File: src/hdl/pmc_pkg.sv
// Shared constants and types for the measurement-unit mode control decode
package pmc_pkg;

	// Register word indices on the plain register port
	localparam logic [7:0] CTL_BASE = 8'h00;
	localparam logic [7:0] STAT_BASE = 8'h10;
	localparam logic [7:0] REF_ADDR = 8'h20;
	localparam logic [7:0] SW_ADDR = 8'h21;

	// Per-channel control word fields
	localparam int F_FORCE_KIND = 0;
	localparam int F_MEASURE_KIND = 1;
	localparam int F_SENSE_SEL = 2;
	localparam int F_FORCE_HIGHZ = 3;
	localparam int F_MEASURE_HIGHZ = 4;
	localparam int F_COMP_ON = 5;
	localparam int F_CLAMP_ON = 6;
	localparam int F_RANGE_LO = 7;
	localparam int F_HV_MODE = 10;

	// Per-channel status word fields
	localparam int S_MODE_LO = 0;
	localparam int S_FORCE_EN = 6;
	localparam int S_MEASURE_OUTPUT_EN = 7;
	localparam int S_UPPER = 8;
	localparam int S_LOWER = 9;
	localparam int S_RANGE_LO = 10;

	// Shared switch word fields
	localparam int W_EXT_FORCE = 0;
	localparam int W_EXT_SENSE = 1;

	// Reset values and reference code limits
	localparam logic [15:0] CTL_RESET = 16'h0000;
	localparam logic [15:0] REF_RESET = 16'h4000;
	localparam logic [15:0] REF_MIN = 16'h0000;
	localparam logic [15:0] REF_MAX = 16'hffff;

	// Range select codes and their resistor values in ohms
	localparam logic [2:0] RANGE_A = 3'h0;
	localparam logic [2:0] RANGE_B = 3'h1;
	localparam logic [2:0] RANGE_C = 3'h2;
	localparam logic [2:0] RANGE_D = 3'h3;
	localparam logic [2:0] RANGE_E = 3'h4;
	localparam int OHM_A = 20;
	localparam int OHM_B = 500;
	localparam int OHM_C = 5000;
	localparam int OHM_D = 50000;
	localparam int OHM_E = 500000;

	typedef enum logic [5:0] {
		MODE_VOLTAGE_FORCE_CURRENT_MEASURE = 6'h01,
		MODE_CURRENT_FORCE_VOLTAGE_MEASURE = 6'h02,
		MODE_VOLTAGE_FORCE_VOLTAGE_MEASURE = 6'h04,
		MODE_CURRENT_FORCE_CURRENT_MEASURE = 6'h08,
		MODE_NO_FORCE_VOLTAGE_MEASURE = 6'h10,
		MODE_IDLE_NO_FORCE_NO_MEASURE = 6'h20
	} pmc_mode_e;

endpackage

File: src/hdl/pmc_mode_control_decode.sv
// Mode, sense, range, clamp and limit-flag decode for the measurement unit
//
// The address map and the strobed register port are this design's own decisions.
`timescale 1ns/1ps
`default_nettype none

// Function
// - One shared 16-bit reference level code, full range 0x0000 to 0xffff.
// - Reset loads the shared reference level code with 0x4000.
// - Sense select 0 routes internal pin path, 1 routes external sense input.
// - Sense goes to ground in high-voltage drive or idle mode automatically.
// - Mode derives from low-leak input, force high-Z, force and measure bits.
// - Force output high-Z when force high-Z bit or low-leak input is 0.
// - Force high-Z bit resets to 0, output starts in low leakage.
// - Measure output enabled only when bit and input both 1; bit resets 0.
// - Comparator enable bit 0 puts both limit flags in high impedance.
// - Enabled limit flags follow the window truth table of both thresholds.
// - Measure bit picks voltage or current; sense bit picks voltage source.
// - Clamp bit 1 enables voltage and current clamps, 0 disables them.
// - Voltage clamps act only in force-current mode, watching pin voltage.
// - Current clamps act only in force-voltage mode.
// - Range letters A to E select 20, 500, 5k, 50k, 500k ohms.
// - Any force-nothing mode leaves the force output high impedance.
// - Feedback and measure selectors plus force high-Z give six modes.
// - Shared external force and sense switches each have their own bit.
// - In force high-Z modes a requested range A becomes range B.
module pmc_mode_control_decode #(
	parameter int CH_N = 2
) (
	input wire logic core_clk,
	input wire logic rstn,
	input wire logic [7:0] regAddr,
	input wire logic [15:0] regWdata,
	input wire logic regWr,
	input wire logic regRd,
	output logic [15:0] regRdata,
	input wire logic [CH_N-1:0] lowLeakPinInput,
	input wire logic [CH_N-1:0] measureHighzInput,
	input wire logic [CH_N-1:0] pinVoltAboveUpper,
	input wire logic [CH_N-1:0] pinVoltAboveLower,
	input wire logic [CH_N-1:0] extVoltAboveUpper,
	input wire logic [CH_N-1:0] extVoltAboveLower,
	input wire logic [CH_N-1:0] currAboveUpper,
	input wire logic [CH_N-1:0] currAboveLower,
	output logic [15:0] currentReferenceLevel,
	output logic externalForceSwitch,
	output logic externalSenseSwitch,
	output logic [CH_N-1:0][5:0] unitMode,
	output logic [CH_N-1:0] forceOutEnable,
	output logic [CH_N-1:0] feedbackIsCurrent,
	output logic [CH_N-1:0] measureOutEnable,
	output logic [CH_N-1:0] measureIsVoltage,
	output logic [CH_N-1:0] senseToInternal,
	output logic [CH_N-1:0] senseToExternal,
	output logic [CH_N-1:0] senseToGround,
	output logic [CH_N-1:0] voltageClampEnable,
	output logic [CH_N-1:0] currentClampEnable,
	output logic [CH_N-1:0][2:0] rangeSelect,
	output logic [CH_N-1:0] upperLimitFlagOut,
	output logic [CH_N-1:0] upperLimitFlagOe,
	output logic [CH_N-1:0] lowerLimitFlagOut,
	output logic [CH_N-1:0] lowerLimitFlagOe
);

	initial begin
		if (CH_N < 1 || CH_N > 16) begin
			$error("CH_N must lie between 1 and 16");
		end
	end

	typedef struct packed {
		logic [CH_N-1:0][15:0] ctl;
		logic [15:0] refCode;
		logic [1:0] sw;
		logic [15:0] rdata;
		logic refTouched;
		logic [CH_N-1:0][5:0] mode;
		logic [CH_N-1:0] forceEn;
		logic [CH_N-1:0] fbCurrent;
		logic [CH_N-1:0] measEn;
		logic [CH_N-1:0] measVolt;
		logic [CH_N-1:0] senseInt;
		logic [CH_N-1:0] senseExt;
		logic [CH_N-1:0] senseGnd;
		logic [CH_N-1:0] vClamp;
		logic [CH_N-1:0] iClamp;
		logic [CH_N-1:0][2:0] range;
		logic [CH_N-1:0] upperOe;
		logic [CH_N-1:0] lowerOe;
	} pmc_state_s;

	pmc_state_s q;
	pmc_state_s d;

	// Mode decode from the low-leak input and the control word
	function automatic pmc_pkg::pmc_mode_e decodeMode(input logic [15:0] c, input logic llk);
		logic forcing;
		logic calForceV;
		forcing = llk && c[pmc_pkg::F_FORCE_HIGHZ];
		calForceV = llk && !c[pmc_pkg::F_FORCE_HIGHZ] && !c[pmc_pkg::F_FORCE_KIND];
		if (forcing && c[pmc_pkg::F_FORCE_KIND]) begin
			return c[pmc_pkg::F_MEASURE_KIND] ? pmc_pkg::MODE_CURRENT_FORCE_VOLTAGE_MEASURE : pmc_pkg::MODE_CURRENT_FORCE_CURRENT_MEASURE;
		end else if (forcing || calForceV) begin
			return c[pmc_pkg::F_MEASURE_KIND] ? pmc_pkg::MODE_VOLTAGE_FORCE_VOLTAGE_MEASURE : pmc_pkg::MODE_VOLTAGE_FORCE_CURRENT_MEASURE;
		end else begin
			return c[pmc_pkg::F_MEASURE_KIND] ? pmc_pkg::MODE_NO_FORCE_VOLTAGE_MEASURE : pmc_pkg::MODE_IDLE_NO_FORCE_NO_MEASURE;
		end
	endfunction

	// Range letter from the three select bits
	function automatic logic [2:0] decodeRange(input logic [15:0] c, input logic llk);
		logic [2:0] rs;
		rs = c[pmc_pkg::F_RANGE_LO +: 3];
		case (rs)
			3'h0: return pmc_pkg::RANGE_E;
			3'h1: return pmc_pkg::RANGE_D;
			3'h2: return pmc_pkg::RANGE_C;
			3'h3: return pmc_pkg::RANGE_B;
			default: begin
				// Force high-Z demotes A to B
				// range A fallback
				if (llk && c[pmc_pkg::F_FORCE_HIGHZ]) begin
					return pmc_pkg::RANGE_A;
				end
				return pmc_pkg::RANGE_B;
			end
		endcase
	endfunction

	always_comb begin
		pmc_pkg::pmc_mode_e m;
		logic [15:0] c;
		logic aboveU;
		logic aboveL;
		logic forceNothing;
		m = pmc_pkg::MODE_IDLE_NO_FORCE_NO_MEASURE;
		c = '0;
		aboveU = 1'b0;
		aboveL = 1'b0;
		forceNothing = 1'b0;
		d = q;
		d.rdata = '0;
		if (regWr) begin
			for (int i = 0; i < CH_N; i++) begin
				if (regAddr == pmc_pkg::CTL_BASE + 8'(i)) begin
					d.ctl[i] = regWdata;
				end
			end
			if (regAddr == pmc_pkg::REF_ADDR) begin
				d.refCode = regWdata;
				d.refTouched = 1'b1;
			end
			if (regAddr == pmc_pkg::SW_ADDR) begin
				d.sw = regWdata[1:0];
			end
		end
		if (regRd) begin
			for (int i = 0; i < CH_N; i++) begin
				if (regAddr == pmc_pkg::CTL_BASE + 8'(i)) begin
					d.rdata = q.ctl[i];
				end
				if (regAddr == pmc_pkg::STAT_BASE + 8'(i)) begin
					d.rdata[pmc_pkg::S_MODE_LO +: 6] = q.mode[i];
					d.rdata[pmc_pkg::S_FORCE_EN] = q.forceEn[i];
					d.rdata[pmc_pkg::S_MEASURE_OUTPUT_EN] = q.measEn[i];
					d.rdata[pmc_pkg::S_UPPER] = q.upperOe[i];
					d.rdata[pmc_pkg::S_LOWER] = q.lowerOe[i];
					d.rdata[pmc_pkg::S_RANGE_LO +: 3] = q.range[i];
				end
			end
			if (regAddr == pmc_pkg::REF_ADDR) begin
				d.rdata = q.refCode;
			end
			if (regAddr == pmc_pkg::SW_ADDR) begin
				d.rdata[1:0] = q.sw;
			end
		end
		for (int i = 0; i < CH_N; i++) begin
			c = q.ctl[i];
			m = decodeMode(c, lowLeakPinInput[i]);
			d.mode[i] = m;
			forceNothing = (m == pmc_pkg::MODE_NO_FORCE_VOLTAGE_MEASURE) || (m == pmc_pkg::MODE_IDLE_NO_FORCE_NO_MEASURE);
			d.forceEn[i] = lowLeakPinInput[i] && c[pmc_pkg::F_FORCE_HIGHZ] && !forceNothing;
			d.fbCurrent[i] = (m == pmc_pkg::MODE_CURRENT_FORCE_VOLTAGE_MEASURE) || (m == pmc_pkg::MODE_CURRENT_FORCE_CURRENT_MEASURE);
			d.measEn[i] = c[pmc_pkg::F_MEASURE_HIGHZ] && measureHighzInput[i];
			d.measVolt[i] = c[pmc_pkg::F_MEASURE_KIND];
			// automatic ground
			// Grounding shields the amplifier from overvoltage glitches
			d.senseGnd[i] = c[pmc_pkg::F_HV_MODE] || (m == pmc_pkg::MODE_IDLE_NO_FORCE_NO_MEASURE);
			d.senseInt[i] = !d.senseGnd[i] && !c[pmc_pkg::F_SENSE_SEL];
			d.senseExt[i] = !d.senseGnd[i] && c[pmc_pkg::F_SENSE_SEL];
			d.vClamp[i] = c[pmc_pkg::F_CLAMP_ON] && d.fbCurrent[i] && d.forceEn[i];
			d.iClamp[i] = c[pmc_pkg::F_CLAMP_ON] && !d.fbCurrent[i] && !forceNothing;
			d.range[i] = decodeRange(c, lowLeakPinInput[i]);
			if (!c[pmc_pkg::F_MEASURE_KIND]) begin
				aboveU = currAboveUpper[i];
				aboveL = currAboveLower[i];
			end else if (c[pmc_pkg::F_SENSE_SEL]) begin
				aboveU = extVoltAboveUpper[i];
				aboveL = extVoltAboveLower[i];
			end else begin
				aboveU = pinVoltAboveUpper[i];
				aboveL = pinVoltAboveLower[i];
			end
			d.upperOe[i] = c[pmc_pkg::F_COMP_ON] && aboveU;
			d.lowerOe[i] = c[pmc_pkg::F_COMP_ON] && !aboveL;
		end
	end

	always_ff @(posedge core_clk or negedge rstn) begin
		if (!rstn) begin
			q <= '0;
			q.refCode <= pmc_pkg::REF_RESET;
			for (int i = 0; i < CH_N; i++) begin
				q.mode[i] <= pmc_pkg::MODE_IDLE_NO_FORCE_NO_MEASURE;
				q.senseGnd[i] <= 1'b1;
				q.range[i] <= pmc_pkg::RANGE_E;
			end
		end else begin
			q <= d;
		end
	end

	assign regRdata = q.rdata;
	assign currentReferenceLevel = q.refCode;
	assign externalForceSwitch = q.sw[pmc_pkg::W_EXT_FORCE];
	assign externalSenseSwitch = q.sw[pmc_pkg::W_EXT_SENSE];
	assign unitMode = q.mode;
	assign forceOutEnable = q.forceEn;
	assign feedbackIsCurrent = q.fbCurrent;
	assign measureOutEnable = q.measEn;
	assign measureIsVoltage = q.measVolt;
	assign senseToInternal = q.senseInt;
	assign senseToExternal = q.senseExt;
	assign senseToGround = q.senseGnd;
	assign voltageClampEnable = q.vClamp;
	assign currentClampEnable = q.iClamp;
	assign rangeSelect = q.range;
	assign upperLimitFlagOut = '0;
	assign upperLimitFlagOe = q.upperOe;
	assign lowerLimitFlagOut = '0;
	assign lowerLimitFlagOe = q.lowerOe;
endmodule
`default_nettype wire

File: config.mk
export PLATFORM = sky130hd
export DESIGN_NAME = pmc_mode_control_decode
export DESIGN_NICKNAME = d
export VERILOG_FILES = /design/src/hdl/pmc_pkg.sv /design/src/hdl/pmc_mode_control_decode.sv
export SDC_FILE = /design/constraint.sdc
export NUM_CORES = 1
export LEC_CHECK = 0
export ABC_CLOCK_PERIOD_IN_PS = 3200
export BUFFER_PORTS_ARGS = -buffer_cell sky130_fd_sc_hd__buf_2
export CAP_MARGIN = 20
export CORE_AREA = 2 2 121 123
export CTS_CLUSTER_DIAMETER = 30
export DETAILED_ROUTE_END_ITERATION = 7
export DIE_AREA = 0 0 123 125
export PLACE_DENSITY = 0.66
export SLEW_MARGIN = 20
export SYNTH_ARGS = -nofsm -noshare
export SYNTH_HDL_FRONTEND = slang
export SYNTH_SLANG_ARGS = --single-unit
File: constraint.sdc
create_clock -name core_clk -period 3.2 [get_ports core_clk]
set_input_delay 0.8 -clock core_clk [delete_from_list [all_inputs] [get_ports core_clk]]
set_output_delay 0.8 -clock core_clk [all_outputs]
set_load 0.03 [all_outputs]
# [Word level (Yosys, flattened, before mapping)]
# Index checks and enable logic that the tools add are counted.
[totals] ff_bits=106 in_bits=44 output_inout_bits=78 wordCells=133
[op_classes] n_eq_ne=19 muxes=35 n_reduce_logical=59
[op_table] operator="$mux 16" count=4
[op_table] operator="$mux 6" count=6
[op_table] operator="$logic_and 1x1->1" count=28
[op_table] operator="$mux 13" count=2
[op_table] operator="$pmux 3 s4" count=2
[op_table] operator="$mux 3" count=6
[op_table] operator="$eq 8x5->1 const B" count=2
[op_table] operator="$eq 8x6->1 const B" count=2
[op_table] operator="$logic_not 1->1" count=14
[op_table] operator="$eq 3x2->1 const B" count=4
[op_table] operator="$eq 6x2->1 const B" count=2
[op_table] operator="$eq 6x4->1 const B" count=2
[op_table] operator="$eq 6x5->1 const B" count=2
[op_table] operator="$eq 6x6->1 const B" count=2
[op_table] operator="$mux 1" count=12
[op_table] operator="$eq 8x1->1 const B" count=1
[op_table] operator="$logic_not 8->1" count=1
[op_table] operator="$logic_or 1x1->1" count=8
[op_table] operator="$mux 4" count=2
[op_table] operator="$reduce_and 2->1" count=4
[op_table] operator="$reduce_or 4->1" count=2
[op_table] operator="$eq 3x1->1 const B" count=2
[op_table] operator="$logic_not 3->1" count=2
[op_table] operator="$mux 2" count=1

# [Logic depth before layout (Yosys ltp)]
# Gate-level depths: netlist of run 1.
[logic_depth] depth_word=11 depth_mapped=7 mapped_depth_nobuf=4

# [Worst setup path after synthesis of run 1]
# No wires, ideal clock.
[synth_path] path_kind="in2reg" startpoint="input regAddr[5]" endpoint="register q[80] in the netlist's numbering" setup_time_ns=0.125 arrival_time_ns=2.360 required_ns=3.075 setup_slack_ns=0.714 cell_stages=6 n_path_buf=2 path_cell_list="or3_1 > or2_4 > or3_1 > buf_6 > buf_12 > mux2_4"
[synth_between] elab_chain_cells=2
[synth_lines] element="start: declaration" line="pmc_mode_control_decode.sv:32" rtl="input wire logic [7:0] regAddr,"
[synth_lines] element="$logic_not 8->1" line="pmc_mode_control_decode.sv:145" rtl="if (regAddr == pmc_pkg::CTL_BASE + 8'(i)) begin"
[synth_lines] element="$reduce_and 2->1 (no source line)"
[synth_lines] element="end: declaration" line="pmc_mode_control_decode.sv:92" rtl="pmc_state_s q;"
# No other way between the ends.
# A chain may end at the register's enable or synchronous reset.

# [Worst setup path after layout of run 1]
[layout_path] startpoint="input regAddr[5]" endpoint="register q[85] in the netlist's numbering"
# Same word-level chain as after synthesis.

==> results of run 1 <==
-- routing by layer --
metal  vias to the layer above  GRT usage, %  part of all wire [%]
met4                         0          4.21                   1.3
met3                        15          3.70                   6.6
met1                      1554          20.9                    43
met5                         -             0                     0
li1                       1383             -                     -
met2                       110          25.8                    49
-- final timing paths --
path                                    from                      endpoint  slack (ns)  cells after the start
max                               regAddr[5]             q[85]$_DFFE_PN0P_        0.66                      5
min                                     rstn  senseToExternal[0]$_DFF_PN0_        0.49                      1
max reg2reg                d[21]$_DFFE_PN0P_         regRdata[1]$_DFF_PN0_        1.84                      3
min reg2reg                q[99]$_DFFE_PN0P_      rangeSelect[5]$_DFF_PN1_        0.49                      1
max in group asynchronous               rstn             q[91]$_DFFE_PN0P_        1.83                      2
min in group core_clk      q[99]$_DFFE_PN0P_      rangeSelect[5]$_DFF_PN1_        0.49                      1
-- cells in the mapped netlist, drive strengths merged --
master,number
or2,3
nor2,25
a21boi,2
nor2b,4
a32oi,3
o21ai,4
and2,8
o211ai,2
mux2i,5
and3,3
inv,6
nand3b,1
mux4,1
and4,2
dfstp,7
conb,1
and3b,4
nand3,2
o311ai,1
clkbuf,11
a21oi,8
o31ai,10
a22oi,10
nor4,2
dfrtp,99
nand2,9
buf,81
nor3,3
o22ai,11
xnor2,2
nand2b,2
o211a,2
nor4b,2
nor3b,2
or3,3
mux2,53
-- kinds of logic (layout without fill, tap and decap cells) --
group	count (synthesis)	after routing	synth area share, %
other	1	4	0.0770
muxes	59	59	14.5
buffers and inverters	98	148	14.0
AOI/OAI and AO/OA	53	53	7.48
DFF	106	106	54.7
xor gates and xnor gates	2	2	0.360
and+or+nand+nor	75	75	8.89
-- sequential cells by signal, indices dropped and copies added, names as in the netlist, 6 cells and up --
signal                 cells
regRdata                  16
q                         30
rangeSelect                6
currentReferenceLevel     16
unitMode                  12
-- cell type report --
| class | instances | area [µm²] |
|---|---|---|
| clock buffer | 12 | 267 |
| timing repair buffer | 126 | 656 |
| inverter | 6 | 22.5 |
| sequential | 106 | 2660 |
| tap | 184 | 230 |
| fill | 1399 | 8800 |
| clock inverter | 4 | 25.0 |
| multi-input combinational | 193 | 1540 |
-- stage by stage --
step,instances,instance area (µm²),setup slack [ns],power [mW]
after global routing,631,5400,0.592,2.92
after floorplan,397,4880,0.714,1.68
after CTS,631,5400,0.675,2.82
after global placement,615,5110,0.336,1.76
after detailed placement,615,5110,0.308,1.77
final,631,5400,0.658,2.79
-- worst register-to-register path: cells and delay by family, from the launching register on --
family           cells  cell delay, ns
multiplexers         1            0.54
AO/OA/AOI/OAI        1            0.06
flip-flops           1            0.57
AND/OR/NAND/NOR      1            0.08
-- report_power, final --
part	internal [mW]	switching, mW	leakage, nW
Sequential	1.40	0.0464	1.44
Clock	0.589	0.461	0.141
Combinational	0.102	0.191	1.28
Total	2.09	0.699	2.86
==> impl_metrics.toml, run 1 <==
[outcome]
status = "completed"

[floorplan]
fp-row-count = 44
io_pins = 122
die_w_um = 123
core_mm2 = 0.0142
fp.dieH_um = 125
start_util_pct = 34.3
die_area_mm2 = 0.0154

[cts]
cts-buffers-inserted = 9
path_clk_slew_ns = 0.07
post_cts_resized = 0
post-cts-setup-buffers = 0
clock-sinks = 106
htree_levels = 3
clockBufferDepth = 2
cts_tree = "done"
clk_latency_ns = 0.34
clockRootBuffer = "clkbuf_16"
hold_buffers = 0

[detailed_routing]
drt_pass1_iterations = 4
vias = 3062
drt-vias-per-instance = 4.85
drtIter0Drc = 178
drt_wl_total_um = 11800
ant_nets = 0
drc = 0
wl_per_cell_um = 18.7

[global_route]
grt_pass1_vias = 3222
grt_start_max_net_pins = 52
grtUsageTotal_pct = 15.8
antenna_found_initial = 0
grt_pass1_wl_um = 18200
gr-total-overflow = 0

[critical_path]
cp_top_family = "simple AND/OR/NAND/NOR gates"
path_cells = "buf_2 -> or3_1 -> or2_4 -> or3_1 -> mux2_4"
crit_buf_inv = 1
cp-end-kind = "flop"
cp_data_arrival_time_ns = 2.76
criticalPathCategory = "input port to flop"
slowest_delay_ns = 0.74
cp-start-kind = "input port"
crit_path_frequent_cell = "or3_1"
worst_path_max_delay_cell = "or3_1"
crit_required_ns = 3.42
path_max_fanout = 16

[logic_synthesis]
syn_area_per_cell_um2 = 12.4
ys_warn_count = 0
synth_top_cell_by_area = "dfrtp_1"
netlist_top_cells_area = "dfrtp_1, buf_4, mux2_2, dfstp_2, mux2_4"
ys_types = 45
syn-instance-count = 394
synth_top_area_share_pct = 50.9
ys_ff_latch = 106
syn_area_mm2 = 0.00487
ys_seq_area_share_pct = 54.7

[timing]
slew_headroom_pct = 37.7
hold-worst-slack_ns = 0.486
fmax_mhz = 393
hold_viol = 0
setup_violations = 0
grt_setup_unrepaired = "false"
min_period_ns = 2.54
tightest_slew_ns = 0.934
timing.setup.tns_ns = 0
skew_ns = 0.00746
slew_viol_final = 0
fin_crit_sh_pct = 79.4

[finish]
area_growth_pct = 11.0
antennaDiodeCount = 0
fin_util_pct = 38.0
final_common_cell = "buf_2"
fin_nets = 486
layout-drive-gt1-share_pct = 47.2
final_cell_mix = "buf_2, dfrtp_1, mux2_2"

[pwr]
p_leak_nw = 2.86
powerDensity_mw_per_mm2 = 516
vdd_drop_max_mv = 0.292

[hold_path]
hp-class = "input port to asynchronous set/reset pin"

[placement]
gp_congestion = 0.775
dpl.hpwl_um = 8550
io_buffers = 117

[job]
maxCapViolCount = 0
Power figures use the tool's default switching activity.
==> inputs of run 2 (changes only) <==
--- a/config.mk
+++ b/config.mk
@@ -5,14 +5,14 @@
 export SDC_FILE = /design/constraint.sdc
 export NUM_CORES = 1
 export LEC_CHECK = 0
-export ABC_CLOCK_PERIOD_IN_PS = 3200
+export ABC_CLOCK_PERIOD_IN_PS = 2300
 export BUFFER_PORTS_ARGS = -buffer_cell sky130_fd_sc_hd__buf_2
 export CAP_MARGIN = 20
 export CORE_AREA = 2 2 121 123
 export CTS_CLUSTER_DIAMETER = 30
 export DETAILED_ROUTE_END_ITERATION = 7
 export DIE_AREA = 0 0 123 125
-export PLACE_DENSITY = 0.66
+export PLACE_DENSITY = 0.68
 export SLEW_MARGIN = 20
 export SYNTH_ARGS = -nofsm -noshare
 export SYNTH_HDL_FRONTEND = slang
==> constraint.sdc (replaced) <==
create_clock -name core_clk -period 2.3 [get_ports core_clk]
set_input_delay 0.575 -clock core_clk [delete_from_list [all_inputs] [get_ports core_clk]]
set_output_delay 0.575 -clock core_clk [all_outputs]
set_load 0.03 [all_outputs]
==> impl_metrics.toml, run 2 (synthesized netlist as in run 1, its figures left out) <==
[pwr]
power_frac_clock_pct = 42.0
vdd_drop_max_mv = 0.490
p_leak_nw = 2.95
power.switching_mw = 0.999
finalPower_mw = 4.19
p_int_mw = 3.19
powerDensity_mw_per_mm2 = 750
power_frac_seq_pct = 48.0
switching_share_pct = 23.8
combinationalPowerShare_pct = 10.0

[floorplan]
io_pins = 122
die_w_um = 123
start_util_pct = 34.3
fp.dieH_um = 125
core_mm2 = 0.0142
fp-row-count = 44
die_area_mm2 = 0.0154

[detailed_routing]
drt_wl_total_um = 11900
vias = 3069
drtIter0Drc = 170
drc = 0
wl_per_cell_um = 18.5
drt_pass1_iterations = 4
drt-vias-per-instance = 4.77
ant_nets = 0

[critical_path]
cp_top_family = "simple AND/OR/NAND/NOR gates"
crit_required_ns = 2.53
cp-end-kind = "flop"
cp-start-kind = "input port"
endpoint = "q[106]$_DFFE_PN0P_"
cp_data_arrival_time_ns = 2.20
slowest_delay_ns = 0.38
worst_path_max_delay_cell = "or3_4"
crit_buf_inv = 3
reg2reg_from = "d[21]$_DFFE_PN0P_"
path_cells = "buf_2 -> or3_4 -> or2_4 -> buf_4 -> nor4_4 -> buf_4 -> mux2_2"
r2r_cells = 3
criticalPathCategory = "input port to flop"
path_max_fanout = 9
r2r_end = "regRdata[1]$_DFF_PN0_"
r2r_slack_ns = 0.96
crit_cells = 7
critPathLaunch = "regAddr[1]"
crit_path_frequent_cell = "buf_4"

[placement]
pre_cts_ws_ns = -0.0277
io_buffers = 117
gp_congestion = 0.817
place_area_mm2 = 0.00524
dpl.hpwl_um = 8680

[finish]
largest_reg_flops = 30
fin_util_pct = 39.3
finalInstanceArea_mm2 = 0.00559
final_common_cell = "buf_2"
area_growth_pct = 14.8
final_cell_mix = "buf_2, dfrtp_1, mux2_2"
layout-drive-gt1-share_pct = 48.4
regMostFlops = "q"
fin_nets = 498
antennaDiodeCount = 0

[cts]
cts_tree = "done"
hold_buffers = 0
cts-buffers-inserted = 9
htree_levels = 3
path_clk_slew_ns = 0.07
clockRootBuffer = "clkbuf_16"
clock-sinks = 106
clockBufferDepth = 2
clk_latency_ns = 0.35
post-cts-setup-buffers = 0
post_cts_resized = 0

[global_route]
gr-total-overflow = 0
antenna_found_initial = 0
grt_pass1_vias = 3242
grtUsageTotal_pct = 16.2
grt_pass1_wl_um = 18600
grt_start_max_net_pins = 53

[timing]
min_period_ns = 1.97
timing.setup.tns_ns = 0
tightest_slew_ns = 0.511
skew_ns = 0.00900
fin_crit_sh_pct = 85.5
slew_viol_final = 0
fmax_mhz = 508
finalWorstSetupSlack_ns = 0.333
grt_setup_unrepaired = "false"
slew_headroom_pct = 65.8
hold_viol = 0
setup_violations = 0

[hold_path]
hp-class = "input port to asynchronous set/reset pin"

[job]
maxCapViolCount = 0

[outcome]
status = "completed"
-- run 2: worst min path at each step --
| stage | start | slack [ns] | end | cells past startpoint |
|---|---|---|---|---|
| 2_1_floorplan | rstn | 0.28 | currentClampEnable[0]$_DFF_PN0_ | 0 |
| 3_3_place_gp | q[99]$_DFFE_PN0P_ | 0.48 | rangeSelect[5]$_DFF_PN1_ | 1 |
| 3_5_place_dp | q[90]$_DFFE_PN0P_ | 0.49 | q[90]$_DFFE_PN0P_ | 1 |
| 4_1_cts | rstn | 0.18 | senseToInternal[0]$_DFF_PN0_ | 1 |
| 5_1_grt | rstn | 0.20 | senseToExternal[0]$_DFF_PN0_ | 1 |
| 6_report | rstn | 0.18 | q[101]$_DFFE_PN0P_ | 1 |
-- run 2: metrics by stage --
stage | hold slack (ns) | std cells
after CTS | 0.176 | 643
final | 0.180 | 643
after floorplan | 0.279 | 397
after global placement | 0.483 | 627
after global routing | 0.197 | 643
after detailed placement | 0.490 | 627
-- run 2: layout make-up --
cell class | count | area (µm²)
clock buffer | 11 | 243
inverter | 6 | 22.5
sequential | 106 | 2660
timing repair buffer | 138 | 783
tap | 184 | 230
multi-input combinational | 193 | 1540
clock inverter | 5 | 103
fill | 1408 | 8620
-- run 2: layer usage --
layer / GRT usage (%) / part of all wire [%] / vias to the layer above
met5: 0 / 0 / -
li1: - / - / 1410
met3: 3.97 / 5.9 / 12
met2: 25.7 / 48 / 95
met1: 21.8 / 44 / 1552
met4: 5.01 / 1.5 / 0
-- run 2: power by group through the flow --
stage	combinational, mW	sequential (mW)	clock (mW)
after CTS	0.428	2.01	1.79
after global routing	0.458	2.02	1.88
after floorplan	0.312	2.02	0
final	0.420	2.01	1.76
after detailed placement	0.426	2.05	0
after global placement	0.416	2.04	0
